[config.mk]
export PLATFORM = sky130hd
export DESIGN_NAME = dsp_timer
export DESIGN_NICKNAME = d
export VERILOG_FILES = /design/src/dsp_pkg.sv /design/src/dsp_chan.sv /design/src/dsp_timer.sv
export SDC_FILE = /design/constraint.sdc
export NUM_CORES = 1
export LEC_CHECK = 0
export BUFFER_PORTS_ARGS = -buffer_cell sky130_fd_sc_hd__buf_2
export CORE_MARGIN = 1
export CORE_UTILIZATION = 60
export DETAILED_ROUTE_END_ITERATION = 10
export PLACE_DENSITY = 0.8
export SETUP_SLACK_MARGIN = 0.2
export SLEW_MARGIN = 20
export SYNTH_ARGS = -nofsm -noshare
export SYNTH_HDL_FRONTEND = slang
export SYNTH_SLANG_ARGS = --single-unit
[constraint.sdc]
create_clock -name SYS_CLK_I -period 4.6 [get_ports SYS_CLK_I]
set_clock_uncertainty 0.2 [all_clocks]
set_input_delay 0.92 -clock SYS_CLK_I [delete_from_list [all_inputs] [get_ports SYS_CLK_I]]
set_output_delay 0.92 -clock SYS_CLK_I [all_outputs]
set_load 0.005 [all_outputs]
[src/dsp_pkg.sv]
// How it works
// - Phase-correct TOP: fixed, capture or compare-A.
// - Variable TOP from three up to 16 bits.
// - Count up, hold TOP one tick, count down.
// - Phase-correct overflow flag set at BOTTOM.
// - Phase-correct loads compares at TOP, flags TOP.
// - Fixed TOP masks high compare bits on write.
// - Compare above TOP never matches.
// - Output field 2 non-inverted, 3 inverted.
// - Pin driven only when direction is output.
// - Up match one level, down match opposite.
// - Period is two times N times TOP.
// - Compare at BOTTOM low, at TOP high when non-inverted; field 3 gives the opposite.
// - Frequency-correct TOP: mode 8 capture, 9 compare-A.
// - Frequency-correct loads compares and overflows at BOTTOM.
// - Frequency-correct flags compare-A or capture at TOP.
// - Channel flag set on every compare match, never above TOP.
// - Capture writes immediate, compare-A writes buffered.
// - Field 1 toggles output A when mode bit3.
package dsp_pkg;
    // ------------------------------------------------------------
    // Register offsets
    // ------------------------------------------------------------
    localparam logic [7:0] DSP_OFS_CTRL = 8'h00;
    localparam logic [7:0] DSP_OFS_COUNT = 8'h04;
    localparam logic [7:0] DSP_OFS_CMPA = 8'h08;
    localparam logic [7:0] DSP_OFS_CMPB = 8'h0c;
    localparam logic [7:0] DSP_OFS_CAPT = 8'h10;
    localparam logic [7:0] DSP_OFS_FLAGS = 8'h14;
    // ------------------------------------------------------------
    // Control field positions and reset values
    // ------------------------------------------------------------
    localparam int DSP_CTRL_MODE = 0;
    localparam int DSP_CTRL_COMA = 4;
    localparam int DSP_CTRL_COMB = 6;
    localparam int DSP_CTRL_DIRA = 8;
    localparam int DSP_CTRL_DIRB = 9;
    localparam int DSP_CTRL_PRE = 10;
    localparam int DSP_CTRL_W = 13;
    localparam logic [12:0] DSP_CTRL_RST = 13'h0000;
    localparam logic [15:0] DSP_REG_RST = 16'h0000;
    localparam int DSP_FLG_OVF = 0;
    localparam int DSP_FLG_CMPA = 1;
    localparam int DSP_FLG_CMPB = 2;
    localparam int DSP_FLG_CAPT = 3;
    // ------------------------------------------------------------
    // Waveform modes and fixed TOP values
    // ------------------------------------------------------------
    localparam logic [3:0] DSP_MODE_PC8 = 4'h1;
    localparam logic [3:0] DSP_MODE_PC9 = 4'h2;
    localparam logic [3:0] DSP_MODE_PC10 = 4'h3;
    localparam logic [3:0] DSP_MODE_PFC_CAP = 4'h8;
    localparam logic [3:0] DSP_MODE_PFC_A = 4'h9;
    localparam logic [3:0] DSP_MODE_PC_CAP = 4'ha;
    localparam logic [3:0] DSP_MODE_PC_A = 4'hb;
    localparam logic [15:0] DSP_TOP_8 = 16'h00ff;
    localparam logic [15:0] DSP_TOP_9 = 16'h01ff;
    localparam logic [15:0] DSP_TOP_10 = 16'h03ff;
    localparam logic [15:0] DSP_TOP_MIN = 16'h0003;
    // ------------------------------------------------------------
    // Compare output modes
    // ------------------------------------------------------------
    localparam logic [1:0] DSP_COM_TOGGLE = 2'h1;
    localparam logic [1:0] DSP_COM_NONINV = 2'h2;
    localparam logic [1:0] DSP_COM_INV = 2'h3;
    // ------------------------------------------------------------
    // Prescaler terminal counts (divider minus one)
    // ------------------------------------------------------------
    localparam logic [9:0] DSP_DIV1_M1 = 10'h000;
    localparam logic [9:0] DSP_DIV8_M1 = 10'h007;
    localparam logic [9:0] DSP_DIV64_M1 = 10'h03f;
    localparam logic [9:0] DSP_DIV256_M1 = 10'h0ff;
    localparam logic [9:0] DSP_DIV1024_M1 = 10'h3ff;
endpackage : dsp_pkg

[src/dsp_chan.sv]
`timescale 1ns/1ps
module dsp_chan
    import dsp_pkg::*;
#(
    parameter int W = 16,
    parameter bit IS_A = 1'b1
)(
    input wire logic clk_i,
    input wire logic rst_n_i,
    input wire logic tick_i,
    input wire logic dual_i,
    input wire logic load_i,
    input wire logic up_i,
    input wire logic mode_hi_i,
    input wire logic dir_i,
    input wire logic [1:0] com_i,
    input wire logic [W-1:0] cnt_i,
    input wire logic [W-1:0] top_i,
    input wire logic [W-1:0] buf_i,
    output logic [W-1:0] cmp_o,
    output logic match_o,
    output logic wave_o,
    output logic oe_n_o
);
    logic [W-1:0] cmp_ff;
    logic wave_ff;
    logic oe_n_ff;
    logic lvl;
    logic toggle;

    // ------------------------------------------------------------
    // Active compare register
    // ------------------------------------------------------------
    // Outside the dual-slope modes the buffer passes straight through.
    always_ff @(posedge clk_i or negedge rst_n_i)
    begin
        if (!rst_n_i)
            cmp_ff <= '0;
        else if (!dual_i || load_i)
            cmp_ff <= buf_i;
    end
    assign cmp_o = cmp_ff;

    // match, never above TOP
    // A compare beyond TOP could still be met after a capture write
    // left the counter above TOP, so it is excluded explicitly.
    assign match_o = dual_i && tick_i && (cnt_i == cmp_ff)
                     && (cmp_ff <= top_i);

    always_comb
    begin
        if (cnt_i == '0)
            lvl = 1'b0;
        else if (cnt_i == top_i)
            lvl = 1'b1;
        else
            lvl = !up_i;
        if (com_i == DSP_COM_INV)
            lvl = !lvl;
    end

    assign toggle = IS_A && mode_hi_i && (com_i == DSP_COM_TOGGLE);

    // ------------------------------------------------------------
    // Waveform and pin enable
    // ------------------------------------------------------------
    // drive level on match
    always_ff @(posedge clk_i or negedge rst_n_i)
    begin
        if (!rst_n_i)
            wave_ff <= 1'b0;
        else if (match_o && toggle)
            wave_ff <= !wave_ff;
        else if (match_o && com_i[1])
            wave_ff <= lvl;
    end

    always_ff @(posedge clk_i or negedge rst_n_i)
    begin
        if (!rst_n_i)
            oe_n_ff <= 1'b1;
        else
            oe_n_ff <= !(dir_i && (com_i[1] || toggle));
    end
    assign wave_o = wave_ff;
    assign oe_n_o = oe_n_ff;
endmodule : dsp_chan

[src/dsp_timer.sv]
// Our own choices: the APB register port and the register offsets.
`timescale 1ns/1ps
module dsp_timer
    import dsp_pkg::*;
(
    input wire logic SYS_CLK_I,
    input wire logic RST_N_I,
    input wire logic PSEL_I,
    input wire logic PENABLE_I,
    input wire logic PWRITE_I,
    input wire logic [7:0] PADDR_I,
    input wire logic [31:0] PWDATA_I,
    output logic [31:0] PRDATA_O,
    output logic PREADY_O,
    output logic PSLVERR_O,
    output logic WAVE_A_O,
    output logic WAVE_A_OE_N_O,
    output logic WAVE_B_O,
    output logic WAVE_B_OE_N_O
);
    logic [DSP_CTRL_W-1:0] ctrl_ff;
    logic [15:0] buf_a_ff;
    logic [15:0] buf_b_ff;
    logic [15:0] capture_top_reg_ff;
    logic [15:0] counter_value_ff;
    logic up_ff;
    logic [3:0] flags_ff;
    logic [9:0] pre_ff;
    logic [31:0] prdata_ff;
    logic pready_ff;
    logic pslverr_ff;

    logic [3:0] waveform_mode;
    logic [2:0] pre_sel;
    logic [9:0] pre_max;
    logic tick;
    logic pc_fixed;
    logic pc_mode;
    logic pfc_mode;
    logic dual;
    logic top_from_cap;
    logic top_from_a;
    logic [15:0] top;
    logic [15:0] cmp_a;
    logic [15:0] cmp_b;
    logic match_a;
    logic match_b;
    logic at_top;
    logic at_bot;
    logic load;
    logic [15:0] wmask;
    logic setup;
    logic wr;
    logic hit;
    logic [31:0] rd_val;
    logic [3:0] flag_set;
    logic [3:0] flag_clr;

    // ------------------------------------------------------------
    // Mode decode
    // ------------------------------------------------------------
    assign waveform_mode = ctrl_ff[DSP_CTRL_MODE +: 4];
    assign pre_sel = ctrl_ff[DSP_CTRL_PRE +: 3];
    assign pc_fixed = (waveform_mode == DSP_MODE_PC8)
                      || (waveform_mode == DSP_MODE_PC9)
                      || (waveform_mode == DSP_MODE_PC10);
    assign top_from_cap = (waveform_mode == DSP_MODE_PC_CAP)
                          || (waveform_mode == DSP_MODE_PFC_CAP);
    assign top_from_a = (waveform_mode == DSP_MODE_PC_A)
                        || (waveform_mode == DSP_MODE_PFC_A);
    assign pfc_mode = (waveform_mode == DSP_MODE_PFC_CAP)
                      || (waveform_mode == DSP_MODE_PFC_A);
    assign pc_mode = pc_fixed || (waveform_mode == DSP_MODE_PC_CAP)
                     || (waveform_mode == DSP_MODE_PC_A);
    assign dual = pc_mode || pfc_mode;

    // TOP source select
    // The variable TOP spans the full 16 bits; keeping it at least
    // three is up to software.
    always_comb
    begin
        case (waveform_mode)
            DSP_MODE_PC8: top = DSP_TOP_8;
            DSP_MODE_PC9: top = DSP_TOP_9;
            DSP_MODE_PC10: top = DSP_TOP_10;
            DSP_MODE_PC_CAP: top = capture_top_reg_ff;
            DSP_MODE_PFC_CAP: top = capture_top_reg_ff;
            DSP_MODE_PC_A: top = cmp_a;
            DSP_MODE_PFC_A: top = cmp_a;
            default: top = '1;
        endcase
    end

    // ------------------------------------------------------------
    // Prescaler
    // ------------------------------------------------------------
    // divider N per tick
    always_comb
    begin
        case (pre_sel)
            3'h1: pre_max = DSP_DIV1_M1;
            3'h2: pre_max = DSP_DIV8_M1;
            3'h3: pre_max = DSP_DIV64_M1;
            3'h4: pre_max = DSP_DIV256_M1;
            3'h5: pre_max = DSP_DIV1024_M1;
            default: pre_max = DSP_DIV1_M1;
        endcase
    end
    assign tick = (pre_sel >= 3'h1) && (pre_sel <= 3'h5)
                  && (pre_ff == pre_max);

    // A stopped or out-of-range selection parks the divider at zero.
    always_ff @(posedge SYS_CLK_I or negedge RST_N_I)
    begin
        if (!RST_N_I)
            pre_ff <= '0;
        else if (tick || pre_sel == 3'h0 || pre_sel > 3'h5)
            pre_ff <= '0;
        else
            pre_ff <= pre_ff + 10'h001;
    end

    // ------------------------------------------------------------
    // Dual-slope counter
    // ------------------------------------------------------------
    assign at_top = tick && dual && up_ff && (counter_value_ff == top);
    assign at_bot = tick && dual && !up_ff && (counter_value_ff == '0);

    // up, hold TOP, down
    // Reaching TOP takes one tick and leaving it the next, so TOP is
    // seen for exactly one timer cycle. A counter left above TOP by a
    // capture write while counting up runs on through the wrap before it turns.
    always_ff @(posedge SYS_CLK_I or negedge RST_N_I)
    begin
        if (!RST_N_I)
        begin
            counter_value_ff <= DSP_REG_RST;
            up_ff <= 1'b1;
        end
        else if (at_top)
        begin
            counter_value_ff <= counter_value_ff - 16'h0001;
            up_ff <= 1'b0;
        end
        else if (at_bot)
        begin
            counter_value_ff <= counter_value_ff + 16'h0001;
            up_ff <= 1'b1;
        end
        else if (tick && dual && up_ff)
            counter_value_ff <= counter_value_ff + 16'h0001;
        else if (tick && dual)
            counter_value_ff <= counter_value_ff - 16'h0001;
    end

    assign load = pfc_mode ? at_bot : at_top;

    // ------------------------------------------------------------
    // Compare channels
    // ------------------------------------------------------------
    dsp_chan #(.W(16), .IS_A(1'b1)) u_chan_a (
        .clk_i(SYS_CLK_I),
        .rst_n_i(RST_N_I),
        .tick_i(tick),
        .dual_i(dual),
        .load_i(load),
        .up_i(up_ff),
        .mode_hi_i(waveform_mode[3]),
        .dir_i(ctrl_ff[DSP_CTRL_DIRA]),
        .com_i(ctrl_ff[DSP_CTRL_COMA +: 2]),
        .cnt_i(counter_value_ff),
        .top_i(top),
        .buf_i(buf_a_ff),
        .cmp_o(cmp_a),
        .match_o(match_a),
        .wave_o(WAVE_A_O),
        .oe_n_o(WAVE_A_OE_N_O)
    );

    dsp_chan #(.W(16), .IS_A(1'b0)) u_chan_b (
        .clk_i(SYS_CLK_I),
        .rst_n_i(RST_N_I),
        .tick_i(tick),
        .dual_i(dual),
        .load_i(load),
        .up_i(up_ff),
        .mode_hi_i(waveform_mode[3]),
        .dir_i(ctrl_ff[DSP_CTRL_DIRB]),
        .com_i(ctrl_ff[DSP_CTRL_COMB +: 2]),
        .cnt_i(counter_value_ff),
        .top_i(top),
        .buf_i(buf_b_ff),
        .cmp_o(cmp_b),
        .match_o(match_b),
        .wave_o(WAVE_B_O),
        .oe_n_o(WAVE_B_OE_N_O)
    );

    // ------------------------------------------------------------
    // Event flags
    // ------------------------------------------------------------
    // flag events
    always_comb
    begin
        flag_set = '0;
        flag_set[DSP_FLG_OVF] = at_bot;
        flag_set[DSP_FLG_CMPA] = match_a || (at_top && top_from_a);
        flag_set[DSP_FLG_CMPB] = match_b;
        flag_set[DSP_FLG_CAPT] = at_top && top_from_cap;
    end

    // Write one to clear; a new event in the same cycle wins.
    assign flag_clr = (wr && PADDR_I == DSP_OFS_FLAGS) ? PWDATA_I[3:0]
                                                       : 4'h0;
    always_ff @(posedge SYS_CLK_I or negedge RST_N_I)
    begin
        if (!RST_N_I)
            flags_ff <= '0;
        else
            flags_ff <= (flags_ff & ~flag_clr) | flag_set;
    end

    // ------------------------------------------------------------
    // APB slave
    // ------------------------------------------------------------
    // No wait state: data is looked up in setup and pready rises
    // for the first access cycle only.
    assign setup = PSEL_I && !PENABLE_I;
    assign wr = PSEL_I && PENABLE_I && PWRITE_I && pready_ff;
    assign hit = (PADDR_I == DSP_OFS_CTRL) || (PADDR_I == DSP_OFS_COUNT)
                 || (PADDR_I == DSP_OFS_CMPA) || (PADDR_I == DSP_OFS_CMPB)
                 || (PADDR_I == DSP_OFS_CAPT)
                 || (PADDR_I == DSP_OFS_FLAGS);

    always_comb
    begin
        rd_val = '0;
        if (PADDR_I == DSP_OFS_CTRL)
            rd_val[DSP_CTRL_W-1:0] = ctrl_ff;
        else if (PADDR_I == DSP_OFS_COUNT)
            rd_val[16:0] = {up_ff, counter_value_ff};
        else if (PADDR_I == DSP_OFS_CMPA)
            rd_val[15:0] = buf_a_ff;
        else if (PADDR_I == DSP_OFS_CMPB)
            rd_val[15:0] = buf_b_ff;
        else if (PADDR_I == DSP_OFS_CAPT)
            rd_val[15:0] = capture_top_reg_ff;
        else if (PADDR_I == DSP_OFS_FLAGS)
            rd_val[3:0] = flags_ff;
    end

    always_ff @(posedge SYS_CLK_I or negedge RST_N_I)
    begin
        if (!RST_N_I)
        begin
            pready_ff <= 1'b0;
            pslverr_ff <= 1'b0;
            prdata_ff <= '0;
        end
        else
        begin
            pready_ff <= setup;
            if (setup)
            begin
                pslverr_ff <= !hit;
                prdata_ff <= PWRITE_I ? 32'h0000_0000 : rd_val;
            end
        end
    end
    assign PREADY_O = pready_ff;
    assign PSLVERR_O = pslverr_ff;
    assign PRDATA_O = prdata_ff;

    assign wmask = pc_fixed ? top : 16'hffff;

    // compare-A buffered, capture immediate
    // Capture has no buffer, so a write below the running count while
    // counting up makes the counter wrap before TOP is met again.
    always_ff @(posedge SYS_CLK_I or negedge RST_N_I)
    begin
        if (!RST_N_I)
        begin
            ctrl_ff <= DSP_CTRL_RST;
            buf_a_ff <= DSP_REG_RST;
            buf_b_ff <= DSP_REG_RST;
            capture_top_reg_ff <= DSP_REG_RST;
        end
        else if (wr)
        begin
            if (PADDR_I == DSP_OFS_CTRL)
                ctrl_ff <= PWDATA_I[DSP_CTRL_W-1:0];
            else if (PADDR_I == DSP_OFS_CMPA)
                buf_a_ff <= PWDATA_I[15:0] & wmask;
            else if (PADDR_I == DSP_OFS_CMPB)
                buf_b_ff <= PWDATA_I[15:0] & wmask;
            else if (PADDR_I == DSP_OFS_CAPT)
                capture_top_reg_ff <= PWDATA_I[15:0];
        end
    end
endmodule : dsp_timer

* Word level (Yosys, flattened, before mapping)
Cells that the tools add are included.
Word-level totals: register bits 162, input port bits 45, output and inout port bits 38, logic and storage cells 145
Operators by class: add/sub/neg operators 3, magnitude comparators 5, eq/ne operators 23, mux-type cells 28, bitwise logic cells 7, reductions and logical operators 62
Operators with widths (number):
- $mux W16 | 8
- $pmux W16 S5 | 1
- $eq A16 B16 Y1 | 3
- $pmux W10 S4 | 1
- $le A16 B16 Y1 | 2
- $logic_and A1 B1 Y1 | 24
- $logic_or A1 B1 Y1 | 18
- $mux W17 | 1
- $add A16 B1 Y16 const B | 1
- $and A16 B16 Y16 | 1
- $eq A4 B4 Y1 const B | 4
- $eq A8 B4 Y1 const B | 2
- $eq A8 B5 Y1 const B | 2
- $logic_not A16 Y1 | 1
- $mux W4 | 4
- $sub A16 B1 Y16 const B | 1
- $mux W13 | 1
- $mux W12 | 1
- $add A10 B1 Y10 const B | 1
- $eq A10 B10 Y1 | 1
- $mux W1 | 10
- $mux W10 | 1
- $eq A4 B2 Y1 const B | 2
- $eq A8 B3 Y1 const B | 1
- other kinds (22) | 36

* Longest topological paths before layout
Gate-level depths: netlist (run 1).
depth after elaboration 12, depth in mapped cells 15, depth with buffers taken out 12

* Hierarchy
Synthesis (run 1) repeated with hierarchy kept, for this count alone.
Second synthesis, totals: cell total of the unflattened synthesis 905, area total of the unflattened synthesis 9136.3 um^2
By module, submodules not included:
- dsp_timer | times used 1, cells an instance 597, area each 6080.8 um^2, seq. area each 2778.9 um^2
- dsp_chan (u_chan_a) | times used 1, cells an instance 158, area each 1540.2 um^2, seq. area each 451.7 um^2
- dsp_chan (u_chan_b) | times used 1, cells an instance 150, area each 1515.2 um^2, seq. area each 451.7 um^2

* Worst setup path before layout (run 1)
No wires, ideal clock.
path kind in2reg, from in PADDR_I[7], to reg ctrl_ff[11], setup time 0.125 ns, arrival 3.135 ns, required time 4.275 ns, path slack 1.141 ns, cell stages on the path 9, buffers on the path 2, path through nor3_1 > nand2_1 > or2_2 > clkbuf_1 > nor2_1 > nand2_1 > nor2_1 > clkbuf_1 > mux2_2
Between the ends: longest elaborated chain between the ends 2
RTL lines:
- start, declared | line dsp_timer.sv:11 | input wire logic [7:0] PADDR_I,
- $logic_not A8 Y1 | line dsp_timer.sv:290 | if (PADDR_I == DSP_OFS_CTRL)
- $reduce_and A2 Y1 (no line)
- end signal, assigned | line dsp_timer.sv:291 | ctrl_ff <= PWDATA_I[DSP_CTRL_W-1:0];
- end, declared | line dsp_timer.sv:21 | logic [DSP_CTRL_W-1:0] ctrl_ff;
Every way passes these cells. A chain may end at the register's enable or synchronous reset.

* Worst setup path after layout (run 1)
from reg ctrl_ff[1], to reg u_chan_a.cmp_ff[15], in the netlist u_chan_a.cmp_o[15]
Between the ends: longest elaborated chain between the ends 11, elaborated cells between the ends (all ways) 25, classes of those cells eq/ne: 8; mux: 2; reduce/logical: 15
RTL lines:
- parallel branches: the longest is 10 deep, another holds $pmux W16 S5
- $logic_or A1 B1 Y1 (*) | line dsp_chan.sv:39 | else if (!dual_i || load_i)
- end signal, assigned | line dsp_chan.sv:40 | cmp_ff <= buf_i;
- end, declared | line dsp_chan.sv:25 | logic [W-1:0] cmp_ff;
Every way passes the cells marked *.

==> metrics, run 1 <==
Post-CTS Resized 0; r2r endpoint u_chan_a.cmp_o[15]$_DFFE_PN0P_; Synth top area share 40.4%; Layout area overhead 11.2%; Syn Area/Cell 10.0 um2; overall track demand over capacity in global routing 32.5%; final hold slack 0.231 ns; width of the die 124 um; Synth async-reset ratio 100%; Hold Crit Endpoint u_chan_b.oe_n_o$_DFF_PN1_; reg2reg start ctrl_ff[1]$_DFFE_PN0P_; Pleak 0.00482 uW; Arr. time, crit path 4.07 ns; most frequent cells in the layout dfrtp_1 (144), nand2_1 (83), nor2_1 (54), mux2_2 (54), buf_2 (50); Synth Warn # 0; # IOs 83; Max-Cap Viols 0; Slew Viols, Final 0; initial antenna violation count 0; vias in the first global route 6817; Hold Startpoint ctrl_ff[9]$_DFFE_PN0P_; hold path depth 1; WL/cell 20.9 um; Post-synth EDFFs 0; reg2reg path depth 10; die area 15300 um2; Req. time, crit path 4.72 ns; Via density 6.31; CTS clock-pin slew for the worst setup and hold paths 0.07 ns; Initial Util 61.3%; hold buffer count at cts 0; cell taking the most area after synthesis dfrtp_1; Mapped Area 8910 um2; clk_lat worst skew 0.43 ns; fin nets 1010; htree depth 4; number of clock sinks 147; CTS tree yes; DRT antenna net count 0; Synth Area in Simple Gates 16.2%; CP Max Fanout 21; # setup viols final 0; vias post-DR 7114; DRT iter0 DRCs 609; Synth Area in XOR/XNOR 6.19%; Peak Freq 253 MHz; outcome finished clean; crit share post-route 85.9%; maximum vdd drop 0.240 mV; post-CTS setup buffers 0; Synth Area in Compound Gates 12.1%; DRC viols 0; Non-Filler Instances 1127; Port Buffers 51; Main synth FF type dfrtp_1; Inst Count DP 1095; largest family of logic cells by synthesized area simple AND/OR/NAND/NOR gates; Synth Area in Adders 4.91%; clk root buf clkbuf_16; Core Rows 44; CP Capture Type flip-flop; Post-DP HPWL 17.0 mm; placer congestion estimate 0.954; largest net degree at the start of global routing 102; Yosys reg bits 147; die height 124 um; Hold Vio Cnt, Final 0; drt total wl 23.5 mm; fillers 1097; Ant. Diodes 0; gr ovfl total 0; Slew HR 27.9%; number of library cell types mapped by synthesis 65; TNS Setup 0 ns; PwrDens 286 nW/um2; RSZ-0062 raised after global routing no; Crit Path Class flip-flop to flip-flop; post-synthesis mux area share 14.4%; register area share after synthesis 41.3%; Tmin final 3.95 ns; layout cells sized above 1 22.3%; Synth area leaders dfrtp_1 (40%), mux2_2 (6.8%), ha_1 (4.9%), mux2_4 (4.9%), xnor2_1 (4.8%); Worst R2R Setup Slack 0.65 ns; Core Region 14500 um2; worst-case clock buffer depth 2; commonest non-fill, non-tap cell in the layout dfrtp_1; cell count after synthesis 891; crit path launch type flip-flop; Worst Max-Slew Pin Slew 1.08 ns; Hold Crit Class flip-flop to flip-flop; DRT Pass-1 Iters 5; first-pass GRT wire length 36.9 mm; CTS buffer count 17
==> layer usage <==
| layer | track usage [%] | wire length, um |
|---|---|---|
| met1 | 44.8 | 10000 |
| met5 | 0 | 0 |
| met2 | 50.8 | 11000 |
| met3 | 6.23 | 1860 |
| met4 | 12.0 | 612 |
==> registers in the layout (all words and copies together), names as in the netlist, 4 cells and up <==
register and flops:
u_chan_b.cmp_o 16, buf_a_ff 16, flags_ff 4, buf_b_ff 16
counter_value_ff 16, capture_top_reg_ff 16, u_chan_a.cmp_o 16, pre_ff 10
ctrl_ff 13, PRDATA_O 17
==> through the flow <==
step	utilization, %	power (uW)	setup slack (ns)	cell area [um2]
final	68.2	2840	0.650	9910
after global routing	68.2	2920	0.514	9910
after CTS	68.2	2850	0.724	9910
after detailed placement	64.1	1440	0.734	9310
after global placement	64.1	1440	0.785	9310
after floorplan	-	1390	1.14	8960
==> cell families (layout without fill, tap and decap cells) <==
family,Yosys count,after routing
and+or+nand+nor,283,283
AOI/OAI and AO/OA,165,165
DFF,147,147
muxes,107,107
buffers and inverters,90,128
xor gates and xnor gates,63,63
adders and majority gates,35,35
other,1,15
==> worst max path at each step <==
stage	startpoint	end	slack (ns)
floorplan	PADDR_I[7]	ctrl_ff[11]$_DFFE_PN0P_	1.14
global placement	ctrl_ff[1]$_DFFE_PN0P_	u_chan_b.cmp_o[15]$_DFFE_PN0P_	0.78
detailed placement	ctrl_ff[1]$_DFFE_PN0P_	u_chan_a.cmp_o[15]$_DFFE_PN0P_	0.73
CTS	ctrl_ff[3]$_DFFE_PN0P_	u_chan_a.cmp_o[15]$_DFFE_PN0P_	0.72
global route	ctrl_ff[1]$_DFFE_PN0P_	u_chan_b.cmp_o[15]$_DFFE_PN0P_	0.51
finish	ctrl_ff[1]$_DFFE_PN0P_	u_chan_a.cmp_o[15]$_DFFE_PN0P_	0.65
==> worst max-delay path: stages (launching register included) <==
cell and delay [ns]:
dfrtp_1 0.61, nor2_1 0.13, a2111oi_0 0.55, a31o_2 0.25, xnor2_1 0.16, nor4_1 0.10
nand3_1 0.13, o31ai_2 0.09, a21oi_4 0.85, buf_4 0.40, mux2_2 0.37
==> Yosys cell counts (4+ instances only) <==
master	number
a211oi_1	5
a21o_1	9
a21oi_1	47
a221oi_1	11
a22o_1	6
and2_1	9
and3_1	18
and4_1	4
buf_2	6
buf_4	17
clkbuf_1	44
dfrtp_1	144
ha_1	35
inv_1	17
mux2_2	54
mux2_4	29
mux2i_1	24
nand2_1	83
nand2b_1	8
nand3_1	19
nand4_1	28
nand4b_1	4
nor2_1	54
nor2b_1	4
nor3_1	13
nor4_1	14
o21a_1	4
o21ai_0	40
o21bai_1	4
o41ai_1	14
xnor2_1	49
xor2_1	14
==> power breakdown <==
| group | leakage, uW | internal, uW | switching [uW] |
|---|---|---|---|
| logic | 0.00254 | 33.9 | 80.2 |
| clock network | 0.000283 | 817 | 598 |
| registers | 0.00200 | 1300 | 7.21 |
| total | 0.00482 | 2150 | 685 |
==> cell type report <==
class / count / area, um2 / area share [%]
clock buffers: 18 / 429 / 4.33
clock inverters: 14 / 166 / 1.68
inverters: 18 / 67.6 / 0.682
multi-input cells: 668 / 4870 / 49.1
flip-flops and latches: 147 / 3680 / 37.2
well taps: 184 / 230 / 2.32
repair buffers: 78 / 464 / 4.68
No activity file was read; power rests on OpenSTA's default activity.
==> run 2: changes to the inputs <==
--- a/config.mk
+++ b/config.mk
@@ -9,7 +9,7 @@
 export CORE_MARGIN = 1
 export CORE_UTILIZATION = 60
 export DETAILED_ROUTE_END_ITERATION = 10
-export PLACE_DENSITY = 0.8
+export PLACE_DENSITY = 0.79
 export SETUP_SLACK_MARGIN = 0.2
 export SLEW_MARGIN = 20
 export SYNTH_ARGS = -nofsm -noshare
==> run 2 against run 1 <==
Effect of this change: flip-flop and latch count stayed put; final cell count is essentially flat; sequential share of layout area up 0.071 points; core utilization down 0.13 points; via count up 0.27%; final area fell by 0.19%; setup slack worse by 0.062 ns; clock power fell by 4%; register-to-register slack worse by 0.06 ns; sequential power hardly changed; die area unchanged; clock-buffer cell count rose by 1.
==> metrics, run 2 (synthesized netlist as in run 1, its figures left out) <==
Worst Max-Slew Pin Slew 0.936 ns (-0.143 ns); drt total wl 23.1 mm (-1.8%); Post-DP HPWL 16.9 mm (-0.96%); # setup viols final 0 (unchanged); htree depth 4 (unchanged); Max-Cap Viols 0 (unchanged); maximum vdd drop 0.225 mV (-6.2%); worst-case clock buffer depth 2 (unchanged); crit share post-route 87.2% (+1.4 points); Port Buffers 51 (unchanged); Crit Path Class flip-flop to flip-flop; Ant. Diodes 0 (unchanged); Core Region 14500 um2 (unchanged); clk_lat worst skew 0.44 ns (about the same); DRT Pass-1 Iters 5 (unchanged); Hold Vio Cnt, Final 0 (unchanged); DRT iter0 DRCs 597 (-2.0%); RSZ-0062 raised after global routing no; post-CTS setup buffers 0 (unchanged); Hold Crit Class flip-flop to flip-flop; vias in the first global route 6850 (+0.48%); TNS Setup 0 ns (unchanged); slowest cell on the critical path a21oi_4; layout cells sized above 1 22.4% (+0.082 points); max reg flops 17 (unchanged); Pleak 0.00482 uW (about the same); CP Max Fanout 19 (-9.5%); die area 15300 um2 (unchanged); overall track demand over capacity in global routing 32.2% (-0.24 points); Tmin final 4.01 ns (+0.0622 ns); # IOs 83 (unchanged); Arr. time, crit path 4.13 ns (+0.06 ns); crit path cell chain or2_2 > a21oi_1 > a211oi_1 > xnor2_1 > nor4_1 > nand3_1 > o31ai_2 > a21oi_4 > buf_4 > mux2_2; Initial Util 61.3% (unchanged); DRC viols 0 (unchanged); Final Util 68.0% (-0.13 points); crit path launch type flip-flop; Slew HR 37.5% (+9.6 points); CP Capture Type flip-flop; DRT antenna net count 0 (unchanged); Peak Freq 249 MHz (-1.6%); largest net degree at the start of global routing 93 (-8.8%); Core Rows 44 (unchanged); hold buffer count at cts 0 (unchanged); Req. time, crit path 4.72 ns (about the same); Via density 6.32 (+0.18%); placer congestion estimate 0.941 (-1.4%); vias post-DR 7133 (+0.27%); WL/cell 20.5 um (-1.8%); most frequent cells in the layout dfrtp_1 (144), nand2_1 (83), nor2_1 (54), mux2_2 (54), buf_2 (50); Crit. Startpoint ctrl_ff[3]$_DFFE_PN0P_; gr ovfl total 0 (unchanged); CTS buffer count 17 (unchanged); die height 124 um (unchanged); Hold Startpoint ctrl_ff[9]$_DFFE_PN0P_; fillers 1130 (+3.0%); CTS clock-pin slew for the worst setup and hold paths 0.06 ns (about the same); CP max stage delay 0.76 ns (-0.09 ns); PwrDens 280 nW/um2 (-2.1%); initial antenna violation count 0 (unchanged); reg2reg start ctrl_ff[3]$_DFFE_PN0P_; CTS tree yes; Finished Cell Area 9890 um2 (-0.19%); outcome finished clean; placed cell area 9320 um2 (about the same); first-pass GRT wire length 36.8 mm (-0.36%); Post-CTS Resized 0 (unchanged); Slew Viols, Final 0 (unchanged); width of the die 124 um (unchanged); number of clock sinks 147 (unchanged); Layout area overhead 11.0%; clk root buf clkbuf_16; commonest non-fill, non-tap cell in the layout dfrtp_1; fin nets 1011 (+0.099%)
run 2: cell count changes in the layout (fill, tap and decap cells not counted):
cell / delta
inv_6: -3
clkinv_2: +2
clkinv_4: +2
buf_4: +1
bufinv_16: -1
clkbuf_8: +1
inv_8: -1
run 2: worst paths after layout:
path / end / slack, ns / cells past startpoint
max: u_chan_b.cmp_o[15]$_DFFE_PN0P_ / 0.59 / 10
min: u_chan_b.oe_n_o$_DFF_PN1_ / 0.24 / 1
max reg2reg: u_chan_b.cmp_o[15]$_DFFE_PN0P_ / 0.59 / 10
min reg2reg: u_chan_b.oe_n_o$_DFF_PN1_ / 0.24 / 1
max in group asynchronous: u_chan_a.cmp_o[2]$_DFFE_PN0P_ / 2.87 / 2
min in group asynchronous: counter_value_ff[5]$_DFFE_PN0P_ / 0.33 / 1
run 2: area by class of cell:
type                            instances  area, um2  area share, %
Sequential cell                       147       3680           37.2
Clock buffer                           19        443           4.48
Multi-Input combinational cell        668       4870           49.2
Timing Repair Buffer                   79        472           4.77
Tap cell                              184        230           2.33
Clock inverter                         13        126           1.28
Inverter                               18       67.6          0.683
run 2: metal layers:
layer	wire length, um	global-route usage, %
met2	10600	49.8
met5	0	0
met1	10200	44.9
met4	591	12.1
met3	1660	6.27
run 2: where the power goes:
part | switching, uW | total [uW] | internal (uW)
combinational | 78.1 | 112 | 33.7
sequential | 7.74 | 1310 | 1300
clock | 586 | 1350 | 766
run 2: critical path, delay by kind of cell, from the launching register on:
family                    cells  cell delay, ns
muxes                         1            0.37
xor gates and xnor gates      1            0.21
AOI/OAI and AO/OA             4            1.47
and+or+nand+nor               3            0.51
DFF                           1            0.74
buffers and inverters         1            0.40
run 2: per-stage QoR:
step / setup slack [ns] / total power, uW / hold WS [ns] / instances
after floorplan: 1.14 / 1390 / 0.190 / 905
after global placement: 0.697 / 1440 / 0.214 / 1096
after detailed placement: 0.677 / 1440 / 0.237 / 1096
after CTS: 0.670 / 2780 / 0.250 / 1128
after global routing: 0.377 / 2850 / 0.274 / 1128
final: 0.588 / 2770 / 0.240 / 1128
